## src/hdl/mbfh_defines.svh

```systemverilog
// constants for the field-bus request handler: function codes,
// count limits, exception codes and reply timing.
// assumes a 200 MHz ref_clk; included by bare name.
//
// Overview of operation
// RL1: read holding returns addressed consecutive registers
// RL2: read input behaves exactly like read holding
// RL3: reads cover at most 125 registers
// RL4: write single updates exactly one register
// RL5: diagnostics sub-function zero echoes query data
// RL6: diagnostics sub-function two returns diagnostics register
// RL7: write multiple covers at most 120 registers
// RL8: read/write multiple covers at most 118 registers
// RL9: combined request writes before it reads
// RL10: broadcast allowed only for codes 06, 16, 23
// RL11: reply starts 3 to 5 ms after request
// RL12: floats are IEEE 754 over two registers
// RL13: float high byte holds sign and exponent
// RL14: integer: byte one high, byte zero low
// RL15: strings pack two bytes per register, high first
// RL16: transmit byte order configurable, default 1-0-3-2
// RL17: bad code or count gives exception reply
// RL18: broadcasts are executed but never answered
`ifndef MBFH_DEFINES_SVH
`define MBFH_DEFINES_SVH

`define MBFH_FC_RD_HOLD 8'h03
`define MBFH_FC_RD_INPUT 8'h04
`define MBFH_FC_WR_SINGLE 8'h06
`define MBFH_FC_DIAG 8'h08
`define MBFH_FC_WR_MULTI 8'h10
`define MBFH_FC_RW_MULTI 8'h17

`define MBFH_DIAG_LOOPBACK 16'h0000
`define MBFH_DIAG_REGISTER 16'h0002

`define MBFH_MAX_RD 8'h7d
`define MBFH_MAX_WR 8'h78
`define MBFH_MAX_RW 8'h76

`define MBFH_EXC_FUNC 8'h01
`define MBFH_EXC_ADDR 8'h02
`define MBFH_EXC_VALUE 8'h03
`define MBFH_EXC_FLAG 8'h80

`define MBFH_CLK_MHZ 200
`define MBFH_RESP_MIN_MS 3
`define MBFH_RESP_MAX_MS 5
`define MBFH_RESP_MIN_CYC (`MBFH_RESP_MIN_MS * 1000 * `MBFH_CLK_MHZ)

`define MBFH_ORDER_1032 2'h0
`define MBFH_ORDER_0123 2'h1
`define MBFH_ORDER_2301 2'h2
`define MBFH_ORDER_3210 2'h3

`endif

```

## src/hdl/mbfh_pkg.sv

```systemverilog
// types shared by the request handler files.
// assumes mbfh_defines.svh for the numeric constants.
`default_nettype none
package mbfh_pkg;

  // handler sequence, one-hot
  typedef enum logic [6:0] {
    MBFH_IDLE = 7'h01,
    MBFH_CHECK = 7'h02,
    MBFH_WRITE = 7'h04,
    MBFH_READ = 7'h08,
    MBFH_WAIT = 7'h10,
    MBFH_SEND = 7'h20,
    MBFH_DONE = 7'h40
  } mbfh_state_e;

  typedef logic [15:0] mbfh_word_t;

endpackage
`default_nettype wire

```

## src/hdl/mbfh_handler.sv

```systemverilog
// slave-side request handler: decodes a parsed request, checks
// limits, drives register accesses and streams the reply bytes.
// assumes framing and checksum are done outside; req_* are held
// while the request is valid; register port answers in one cycle.
`timescale 1ns/1ps
`default_nettype none
`include "mbfh_defines.svh"

module mbfh_handler #(
  parameter int RESP_DELAY = `MBFH_RESP_MIN_CYC
) (
  input wire logic ref_clk,
  input wire logic nrst,
  input wire logic req_valid,
  input wire logic req_broadcast,
  input wire logic [7:0] req_func,
  input wire logic [15:0] req_rd_addr,
  input wire logic [15:0] req_rd_count,
  input wire logic [15:0] req_wr_addr,
  input wire logic [15:0] req_wr_count,
  input wire logic [15:0] req_sub,
  input wire logic [15:0] req_data,
  input wire logic [15:0] wr_value,
  input wire logic [1:0] byte_order,
  input wire logic [15:0] diag_reg,
  input wire logic [15:0] reg_rdata,
  input wire logic tx_ready,
  output logic req_done,
  output logic wr_data_next,
  output logic reg_wr,
  output logic reg_rd,
  output logic [15:0] reg_addr,
  output logic [15:0] reg_wdata,
  output logic tx_valid,
  output logic tx_last,
  output logic [7:0] tx_data
);

  // ==========================================================
  // request decode
  mbfh_pkg::mbfh_state_e state;
  logic is_read;
  logic is_diag;
  logic writes;
  logic reads;
  logic bad_func;
  logic bad_count;
  logic bad_bcast;
  logic [7:0] exc_code;

  // 03 and 04 share one path
  assign is_read = (req_func == `MBFH_FC_RD_HOLD) ||
                   (req_func == `MBFH_FC_RD_INPUT); // RL2
  assign is_diag = req_func == `MBFH_FC_DIAG;
  assign writes = (req_func == `MBFH_FC_WR_SINGLE) ||
                  (req_func == `MBFH_FC_WR_MULTI) ||
                  (req_func == `MBFH_FC_RW_MULTI);
  assign reads = is_read || (req_func == `MBFH_FC_RW_MULTI);
  assign bad_func = !(is_read || writes ||
                      (is_diag && ((req_sub == `MBFH_DIAG_LOOPBACK) ||
                       (req_sub == `MBFH_DIAG_REGISTER)))); // RL5 RL6
  assign bad_bcast = req_broadcast && !writes; // RL10

  // count limits per function code
  always_comb begin
    bad_count = 1'b0;
    case (req_func)
      `MBFH_FC_RD_HOLD, `MBFH_FC_RD_INPUT:
        bad_count = (req_rd_count == 16'h0000) ||
                    (req_rd_count > {8'h00, `MBFH_MAX_RD}); // RL3
      `MBFH_FC_WR_MULTI:
        bad_count = (req_wr_count == 16'h0000) ||
                    (req_wr_count > {8'h00, `MBFH_MAX_WR}); // RL7
      `MBFH_FC_RW_MULTI:
        bad_count = (req_wr_count == 16'h0000) ||
                    (req_rd_count == 16'h0000) ||
                    (req_wr_count > {8'h00, `MBFH_MAX_RW}) ||
                    (req_rd_count > {8'h00, `MBFH_MAX_RW}); // RL8
      default: bad_count = 1'b0;
    endcase
  end

  assign exc_code = bad_func ? `MBFH_EXC_FUNC : `MBFH_EXC_VALUE;

  // ==========================================================
  // reply buffer: words read back or echoed
  logic [15:0] rbuf [0:127];
  logic [7:0] idx;
  logic [7:0] nwords;
  logic [31:0] wait_cnt;
  logic half;
  logic [7:0] sel_idx;
  logic sel_half;
  logic [15:0] sel_word;
  logic [7:0] ordered;

  // byte to load next: the current slot before the first load, then
  // the slot after the byte being accepted, so none goes out twice
  assign sel_half = tx_valid ? !half : half;
  assign sel_idx = (tx_valid && half) ? idx + 8'h01 : idx;
  assign sel_word = rbuf[sel_idx[6:0]];

  mbfh_byte_order u_order (
    .word(sel_word),
    .order(byte_order),
    .second(sel_half),
    .tx_byte(ordered)
  );

  // ==========================================================
  // sequence control
  always_ff @(posedge ref_clk or negedge nrst) begin
    if (!nrst) begin
      state <= mbfh_pkg::MBFH_IDLE;
      idx <= 8'h00;
      nwords <= 8'h00;
      wait_cnt <= 32'h0000_0000;
      half <= 1'b0;
    end else begin
      case (state)
        mbfh_pkg::MBFH_IDLE: begin
          if (req_valid) begin
            state <= mbfh_pkg::MBFH_CHECK;
          end
        end
        mbfh_pkg::MBFH_CHECK: begin
          idx <= 8'h00;
          half <= 1'b0;
          wait_cnt <= 32'h0000_0000;
          if (bad_func || bad_count || bad_bcast) begin
            nwords <= 8'h01; // RL17
            state <= req_broadcast ? mbfh_pkg::MBFH_DONE :
                                     mbfh_pkg::MBFH_WAIT; // RL18
          end else if (writes) begin
            state <= mbfh_pkg::MBFH_WRITE; // RL9
          end else if (reads) begin
            state <= mbfh_pkg::MBFH_READ;
          end else begin
            nwords <= 8'h01;
            state <= mbfh_pkg::MBFH_WAIT;
          end
        end
        mbfh_pkg::MBFH_WRITE: begin
          idx <= idx + 8'h01;
          if ((req_func == `MBFH_FC_WR_SINGLE) ||
              ({8'h00, idx} == req_wr_count - 16'h0001)) begin // RL4
            idx <= 8'h00;
            if (req_broadcast) begin
              state <= mbfh_pkg::MBFH_DONE; // RL18
            end else if (req_func == `MBFH_FC_RW_MULTI) begin
              state <= mbfh_pkg::MBFH_READ; // RL9
            end else begin
              nwords <= 8'h01;
              state <= mbfh_pkg::MBFH_WAIT;
            end
          end
        end
        mbfh_pkg::MBFH_READ: begin
          idx <= idx + 8'h01;
          if ({8'h00, idx} == req_rd_count - 16'h0001) begin // RL1
            nwords <= req_rd_count[7:0];
            idx <= 8'h00;
            state <= mbfh_pkg::MBFH_WAIT;
          end
        end
        mbfh_pkg::MBFH_WAIT: begin
          wait_cnt <= wait_cnt + 32'h0000_0001;
          if (wait_cnt >= RESP_DELAY - 1) begin
            state <= mbfh_pkg::MBFH_SEND; // RL11
          end
        end
        mbfh_pkg::MBFH_SEND: begin
          if (tx_valid && tx_ready) begin
            half <= !half;
            if (half) begin
              idx <= idx + 8'h01;
            end
            if (tx_last) begin
              state <= mbfh_pkg::MBFH_DONE;
            end
          end
        end
        mbfh_pkg::MBFH_DONE: begin
          if (!req_valid) begin
            state <= mbfh_pkg::MBFH_IDLE;
          end
        end
        default: state <= mbfh_pkg::MBFH_IDLE;
      endcase
    end
  end

  // ==========================================================
  // reply buffer fill: read data, loopback echo, diag register
  always_ff @(posedge ref_clk) begin
    if (state == mbfh_pkg::MBFH_READ && reg_rd) begin
      rbuf[idx[6:0]] <= reg_rdata; // RL1
    end else if (state == mbfh_pkg::MBFH_CHECK) begin
      if (bad_func || bad_count || bad_bcast) begin
        rbuf[0] <= {`MBFH_EXC_FLAG | req_func, exc_code};
      end else if (is_diag && req_sub == `MBFH_DIAG_LOOPBACK) begin
        rbuf[0] <= req_data; // RL5
      end else if (is_diag) begin
        rbuf[0] <= diag_reg; // RL6
      end else if (writes) begin
        rbuf[0] <= req_wr_addr;
      end
    end
  end

  // ==========================================================
  // register port strobes
  always_ff @(posedge ref_clk or negedge nrst) begin
    if (!nrst) begin
      reg_wr <= 1'b0;
      reg_rd <= 1'b0;
      reg_addr <= 16'h0000;
      reg_wdata <= 16'h0000;
      wr_data_next <= 1'b0;
    end else begin
      reg_wr <= 1'b0;
      reg_rd <= 1'b0;
      wr_data_next <= 1'b0;
      if (state == mbfh_pkg::MBFH_CHECK && !(bad_func || bad_count ||
          bad_bcast) && writes) begin
        reg_wr <= 1'b1;
        reg_addr <= req_wr_addr;
        reg_wdata <= (req_func == `MBFH_FC_WR_SINGLE) ? req_data :
                                                         wr_value;
        wr_data_next <= 1'b1;
      end else if (state == mbfh_pkg::MBFH_WRITE &&
                   req_func != `MBFH_FC_WR_SINGLE &&
                   {8'h00, idx} != req_wr_count - 16'h0001) begin
        reg_wr <= 1'b1; // RL7 RL8
        reg_addr <= req_wr_addr + {8'h00, idx} + 16'h0001;
        reg_wdata <= wr_value;
        wr_data_next <= 1'b1;
      end else if ((state == mbfh_pkg::MBFH_CHECK && !(bad_func ||
                   bad_count || bad_bcast) && !writes && reads) ||
                   (state == mbfh_pkg::MBFH_WRITE && !req_broadcast &&
                    req_func == `MBFH_FC_RW_MULTI &&
                    {8'h00, idx} == req_wr_count - 16'h0001)) begin
        reg_rd <= 1'b1; // RL9
        reg_addr <= req_rd_addr;
      end else if (state == mbfh_pkg::MBFH_READ &&
                   {8'h00, idx} != req_rd_count - 16'h0001) begin
        reg_rd <= 1'b1;
        reg_addr <= req_rd_addr + {8'h00, idx} + 16'h0001;
      end
    end
  end

  // ==========================================================
  // transmit stream; words packed high byte = byte one
  always_ff @(posedge ref_clk or negedge nrst) begin
    if (!nrst) begin
      tx_valid <= 1'b0;
      tx_last <= 1'b0;
      tx_data <= 8'h00;
      req_done <= 1'b0;
    end else begin
      req_done <= (state == mbfh_pkg::MBFH_DONE) && req_valid;
      if (state == mbfh_pkg::MBFH_SEND && !(tx_valid && tx_ready &&
          tx_last)) begin
        tx_valid <= 1'b1;
        if (!tx_valid || tx_ready) begin
          // last when the slot loaded is the second byte of the last word
          tx_data <= ordered; // RL12 RL13 RL14 RL15 RL16
          tx_last <= tx_valid && !half && (idx == nwords - 8'h01);
        end
      end else begin
        tx_valid <= 1'b0;
        tx_last <= 1'b0;
      end
    end
  end

endmodule
`default_nettype wire

```

## src/hdl/mbfh_byte_order.sv

```systemverilog
// orders the two bytes of one outgoing register word.
// assumes the word holds byte one in its high half.
`timescale 1ns/1ps
`default_nettype none
`include "mbfh_defines.svh"

module mbfh_byte_order (
  input wire logic [15:0] word,
  input wire logic [1:0] order,
  input wire logic second,
  output logic [7:0] tx_byte
);

  // orders 1-0-3-2 and 3-2-1-0 send the high byte first
  always_comb begin
    if ((order == `MBFH_ORDER_1032) || (order == `MBFH_ORDER_3210)) begin
      tx_byte = second ? word[7:0] : word[15:8]; // RL16
    end else begin
      tx_byte = second ? word[15:8] : word[7:0];
    end
  end

endmodule
`default_nettype wire

```

## config.mk

```make
export PLATFORM = sky130hd
export DESIGN_NAME = mbfh_handler
export DESIGN_NICKNAME = d
export VERILOG_FILES = /design/src/hdl/mbfh_pkg.sv /design/src/hdl/mbfh_handler.sv /design/src/hdl/mbfh_byte_order.sv
export VERILOG_INCLUDE_DIRS = /design/src /design/src/hdl
export SDC_FILE = /design/constraint.sdc
export NUM_CORES = 2
export LEC_CHECK = 0
export BUFFER_PORTS_ARGS = -buffer_cell sky130_fd_sc_hd__buf_2
export CAP_MARGIN = 20
export CORE_MARGIN = 2
export CORE_UTILIZATION = 45
export CTS_CLUSTER_DIAMETER = 120
export CTS_CLUSTER_SIZE = 16
export DETAILED_ROUTE_END_ITERATION = 8
export SLEW_MARGIN = 20
export SYNTH_ARGS = -nofsm -noshare
export SYNTH_HDL_FRONTEND = slang
export SYNTH_SLANG_ARGS = --single-unit
```

## constraint.sdc

```tcl
create_clock -name ref_clk -period 11.44 [get_ports ref_clk]
set_input_delay 1.144 -clock ref_clk [delete_from_list [all_inputs] [get_ports ref_clk]]
set_output_delay 1.144 -clock ref_clk [all_outputs]
set_load 0.05 [all_outputs]
```

==> flow_summary.toml <==
[critical_path]
slowest_delay_ns = 0.84
end_kind = "flip-flop"
crit_arrival_ns = 6.80
slowest_stage = "buf_4"
critPathTopFamily = "buffers and inverters"
critPathBufInv = 4
r2r_slack_ns = 6.11
path_class = "in2reg"
path_depth = 12
reg2reg_to = "rbuf[54][13]$_DFFE_PP_"
required_ns = 11.89
regToRegStartpoint = "state[1]$_DFFE_PN0P_"
cp_max_fo = 80
startpoint_type = "primary input"
path_cells = "buf_2 -> or3_1 -> or3_1 -> a2111oi_2 -> o22ai_1 -> or4_1 -> o31ai_4 -> buf_4 -> nand2_1 -> o21ai_4 -> buf_4 -> buf_4"
r2r_cells = 10
cpMostUsedCell = "buf_4"

[synth]
async_flop_share_pct = 4.70
ys_top_cells_by_area = "edfxtp_1, mux4_2, nand2_1, dfrtp_1, mux2i_1"
avgSynthCellArea_um2 = 15.6
synth-seq-area-share_pct = 73.5
syn-cell-area_mm2 = 0.0871
synth_top_area_share_pct = 70.6
synth_fp_nets = 5768
synth_edf_count = 2048
post-synth-top-count-cell = "edfxtp_1"
synth_ff_type = "edfxtp_1"
yosysTopAreaCell = "edfxtp_1"
netlist_instances = 5580
synth.distinct_cells = 86
ys_ff_latch = 2149
ys_warn_count = 0
synthTopCellsByCount = "edfxtp_1, nand2_1, nand3_1"

[clocking]
cts-root-buf = "clkbuf_16"
cts-buffers-inserted = 152
cts_tree = "built"
ctsResizeCount = 0
clk_pin_slew_ns = 0.08
cts.sinks = 2149
post-cts-setup-buffer-count = 0
clk_latency_ns = 0.83
hold_buffers = 0
clk_path_buf_depth = 3
htreeDepth = 4

[placed_design]
dp_hpwl_um = 142000
io_buffers = 204
place_area_mm2 = 0.0920
place_congestion = 0.908

[pwr]
powerDensity_mw_per_mm2 = 190
p_seq_share_pct = 50.8
irDropWorstVdd_uv = 251
p_leak_nw = 32.0
switchingPower_mw = 5.36
clockPowerShare_pct = 27.5
swShare_pct = 29.3
intPower_mw = 13.0
combPwrFrac_pct = 21.7

[global_route]
grt_pass1_wl_um = 343000
grt_pass1_vias = 48800
grt_start_max_net_pins = 167
antenna_found_initial = 19
grtUsageTotal_pct = 23.7
grt.overflow.total = 0

[cells_and_area]
syn_to_final_growth_pct = 10.5
drive_gt1_share_pct = 15.6
fillCellCount = 16000
fin_area_mm2 = 0.0963
finalNetCount = 6022

[detailed_routing]
totalWireLength_um = 238000
antenna_left = 0
first_pass_iters = 6
drc = 0
drt-initial-drc-count = 6170
wl_per_cell_um = 28.2
vias = 50900
routed_via_density = 6.03

[timing]
fin_crit_ns = 6.35
fmax_mhz = 157
setup_viol = 0
fin_crit_sh_pct = 55.5
fin_tns_setup_ns = 0
slew_violations = 0
fin_skew_ns = 0.0270
finalHoldViolations = 0
slew_headroom_pct = 25.1
worst_pin_slew_ns = 1.12
rsz0062_at_grt = "false"

[floorplanning]
io_pins = 205
die_area_mm2 = 0.197
core_mm2 = 0.192
num_rows = 161
initial_utilization_pct = 45.3
die_x_um = 444
die_y_um = 444

[hold_path]
holdCritPathClass = "in2async"

[flow_run]
max_cap_violations = 0

[outcome]
status = "finished clean"
-- flip-flops by register name (all words and copies together), names as in the netlist --
name	flops
state	7
req_done	1
tx_valid	1
tx_last	1
reg_wr	1
half	1
reg_addr	16
nwords	8
wait_cnt	32
idx	8
reg_wdata	16
rbuf	2048
reg_rd	1
tx_data	8
-- layout by cell type, fill, tap and decap left out, drive strengths merged, types with 44 or more instances in the layout --
| cell | instances |
|---|---|
| dfrtp | 100 |
| a31oi | 108 |
| inv | 46 |
| nor3 | 45 |
| nor2 | 242 |
| buf | 434 |
| xnor2 | 44 |
| nand3 | 375 |
| o21ai | 115 |
| a21oi | 74 |
| mux4 | 242 |
| nand2 | 941 |
| edfxtp | 2048 |
| clkbuf | 200 |
| mux2i | 226 |
| nand4 | 81 |
| a32oi | 110 |
-- power by group through the flow --
stage / clock network, mW / logic (mW) / registers [mW]
6_report: 5.05 / 3.97 / 9.31
5_1_grt: 5.37 / 4.27 / 9.31
4_1_cts: 5.14 / 3.99 / 9.31
3_5_place_dp: 0 / 3.98 / 9.48
3_3_place_gp: 0 / 3.93 / 9.48
2_1_floorplan: 0 / 2.52 / 9.68
-- logic make-up after synthesis --
| kind of cell | share of synthesized area [%] |
|---|---|
| mux | 8.92 |
| xor+xnor | 0.592 |
| buf+inv | 1.75 |
| fa+ha+maj | 0.434 |
| simple gates | 9.29 |
| compound gates | 5.49 |
| flops | 73.5 |
-- metrics by stage --
step | power, mW | utilization [%] | setup WS [ns] | hold WS [ns] | cells
final | 18.3 | 50.0 | 5.09 | 0.346 | 8435
after global routing | 18.9 | 50.0 | 4.95 | 0.377 | 8429
after CTS | 18.4 | 50.0 | 5.19 | 0.339 | 8415
after detailed placement | 13.5 | 47.8 | 4.33 | 0.478 | 8204
after global placement | 13.4 | 47.8 | 4.42 | 0.459 | 8204
after floorplan | 12.2 | - | 1.49 | 0.445 | 5580
-- worst max path at each step --
stage | from | endpoint
after floorplan | req_rd_count[10] | rbuf[0][8]$_DFFE_PP_
after global placement | req_rd_count[10] | rbuf[55][13]$_DFFE_PP_
after detailed placement | req_rd_count[10] | rbuf[55][13]$_DFFE_PP_
after CTS | req_rd_count[10] | rbuf[53][13]$_DFFE_PP_
after global routing | req_rd_count[10] | rbuf[51][13]$_DFFE_PP_
final | req_rd_count[10] | rbuf[54][13]$_DFFE_PP_
-- layout make-up --
cell class | instances | area (um^2) | share of cell area (%)
well taps | 2526 | 3160 | 3.28
repair buffers | 434 | 2870 | 2.98
multi-input cells | 3058 | 21900 | 22.7
clock buffers | 200 | 4030 | 4.18
clock inverters | 11 | 123 | 0.127
flip-flops and latches | 2149 | 64000 | 66.5
inverters | 39 | 146 | 0.152
diodes | 18 | 45.0 | 0.0468
-- metal layers --
metal | global-route usage (%) | vias up | share of wire [%]
met5 | 0 | - | 0.017
met4 | 7.78 | 6 | 3.1
met3 | 3.43 | 332 | 7.1
met2 | 38.1 | 2036 | 48
met1 | 33.5 | 26300 | 42
li1 | - | 22200 | -
Power figures use the tool's default switching activity.
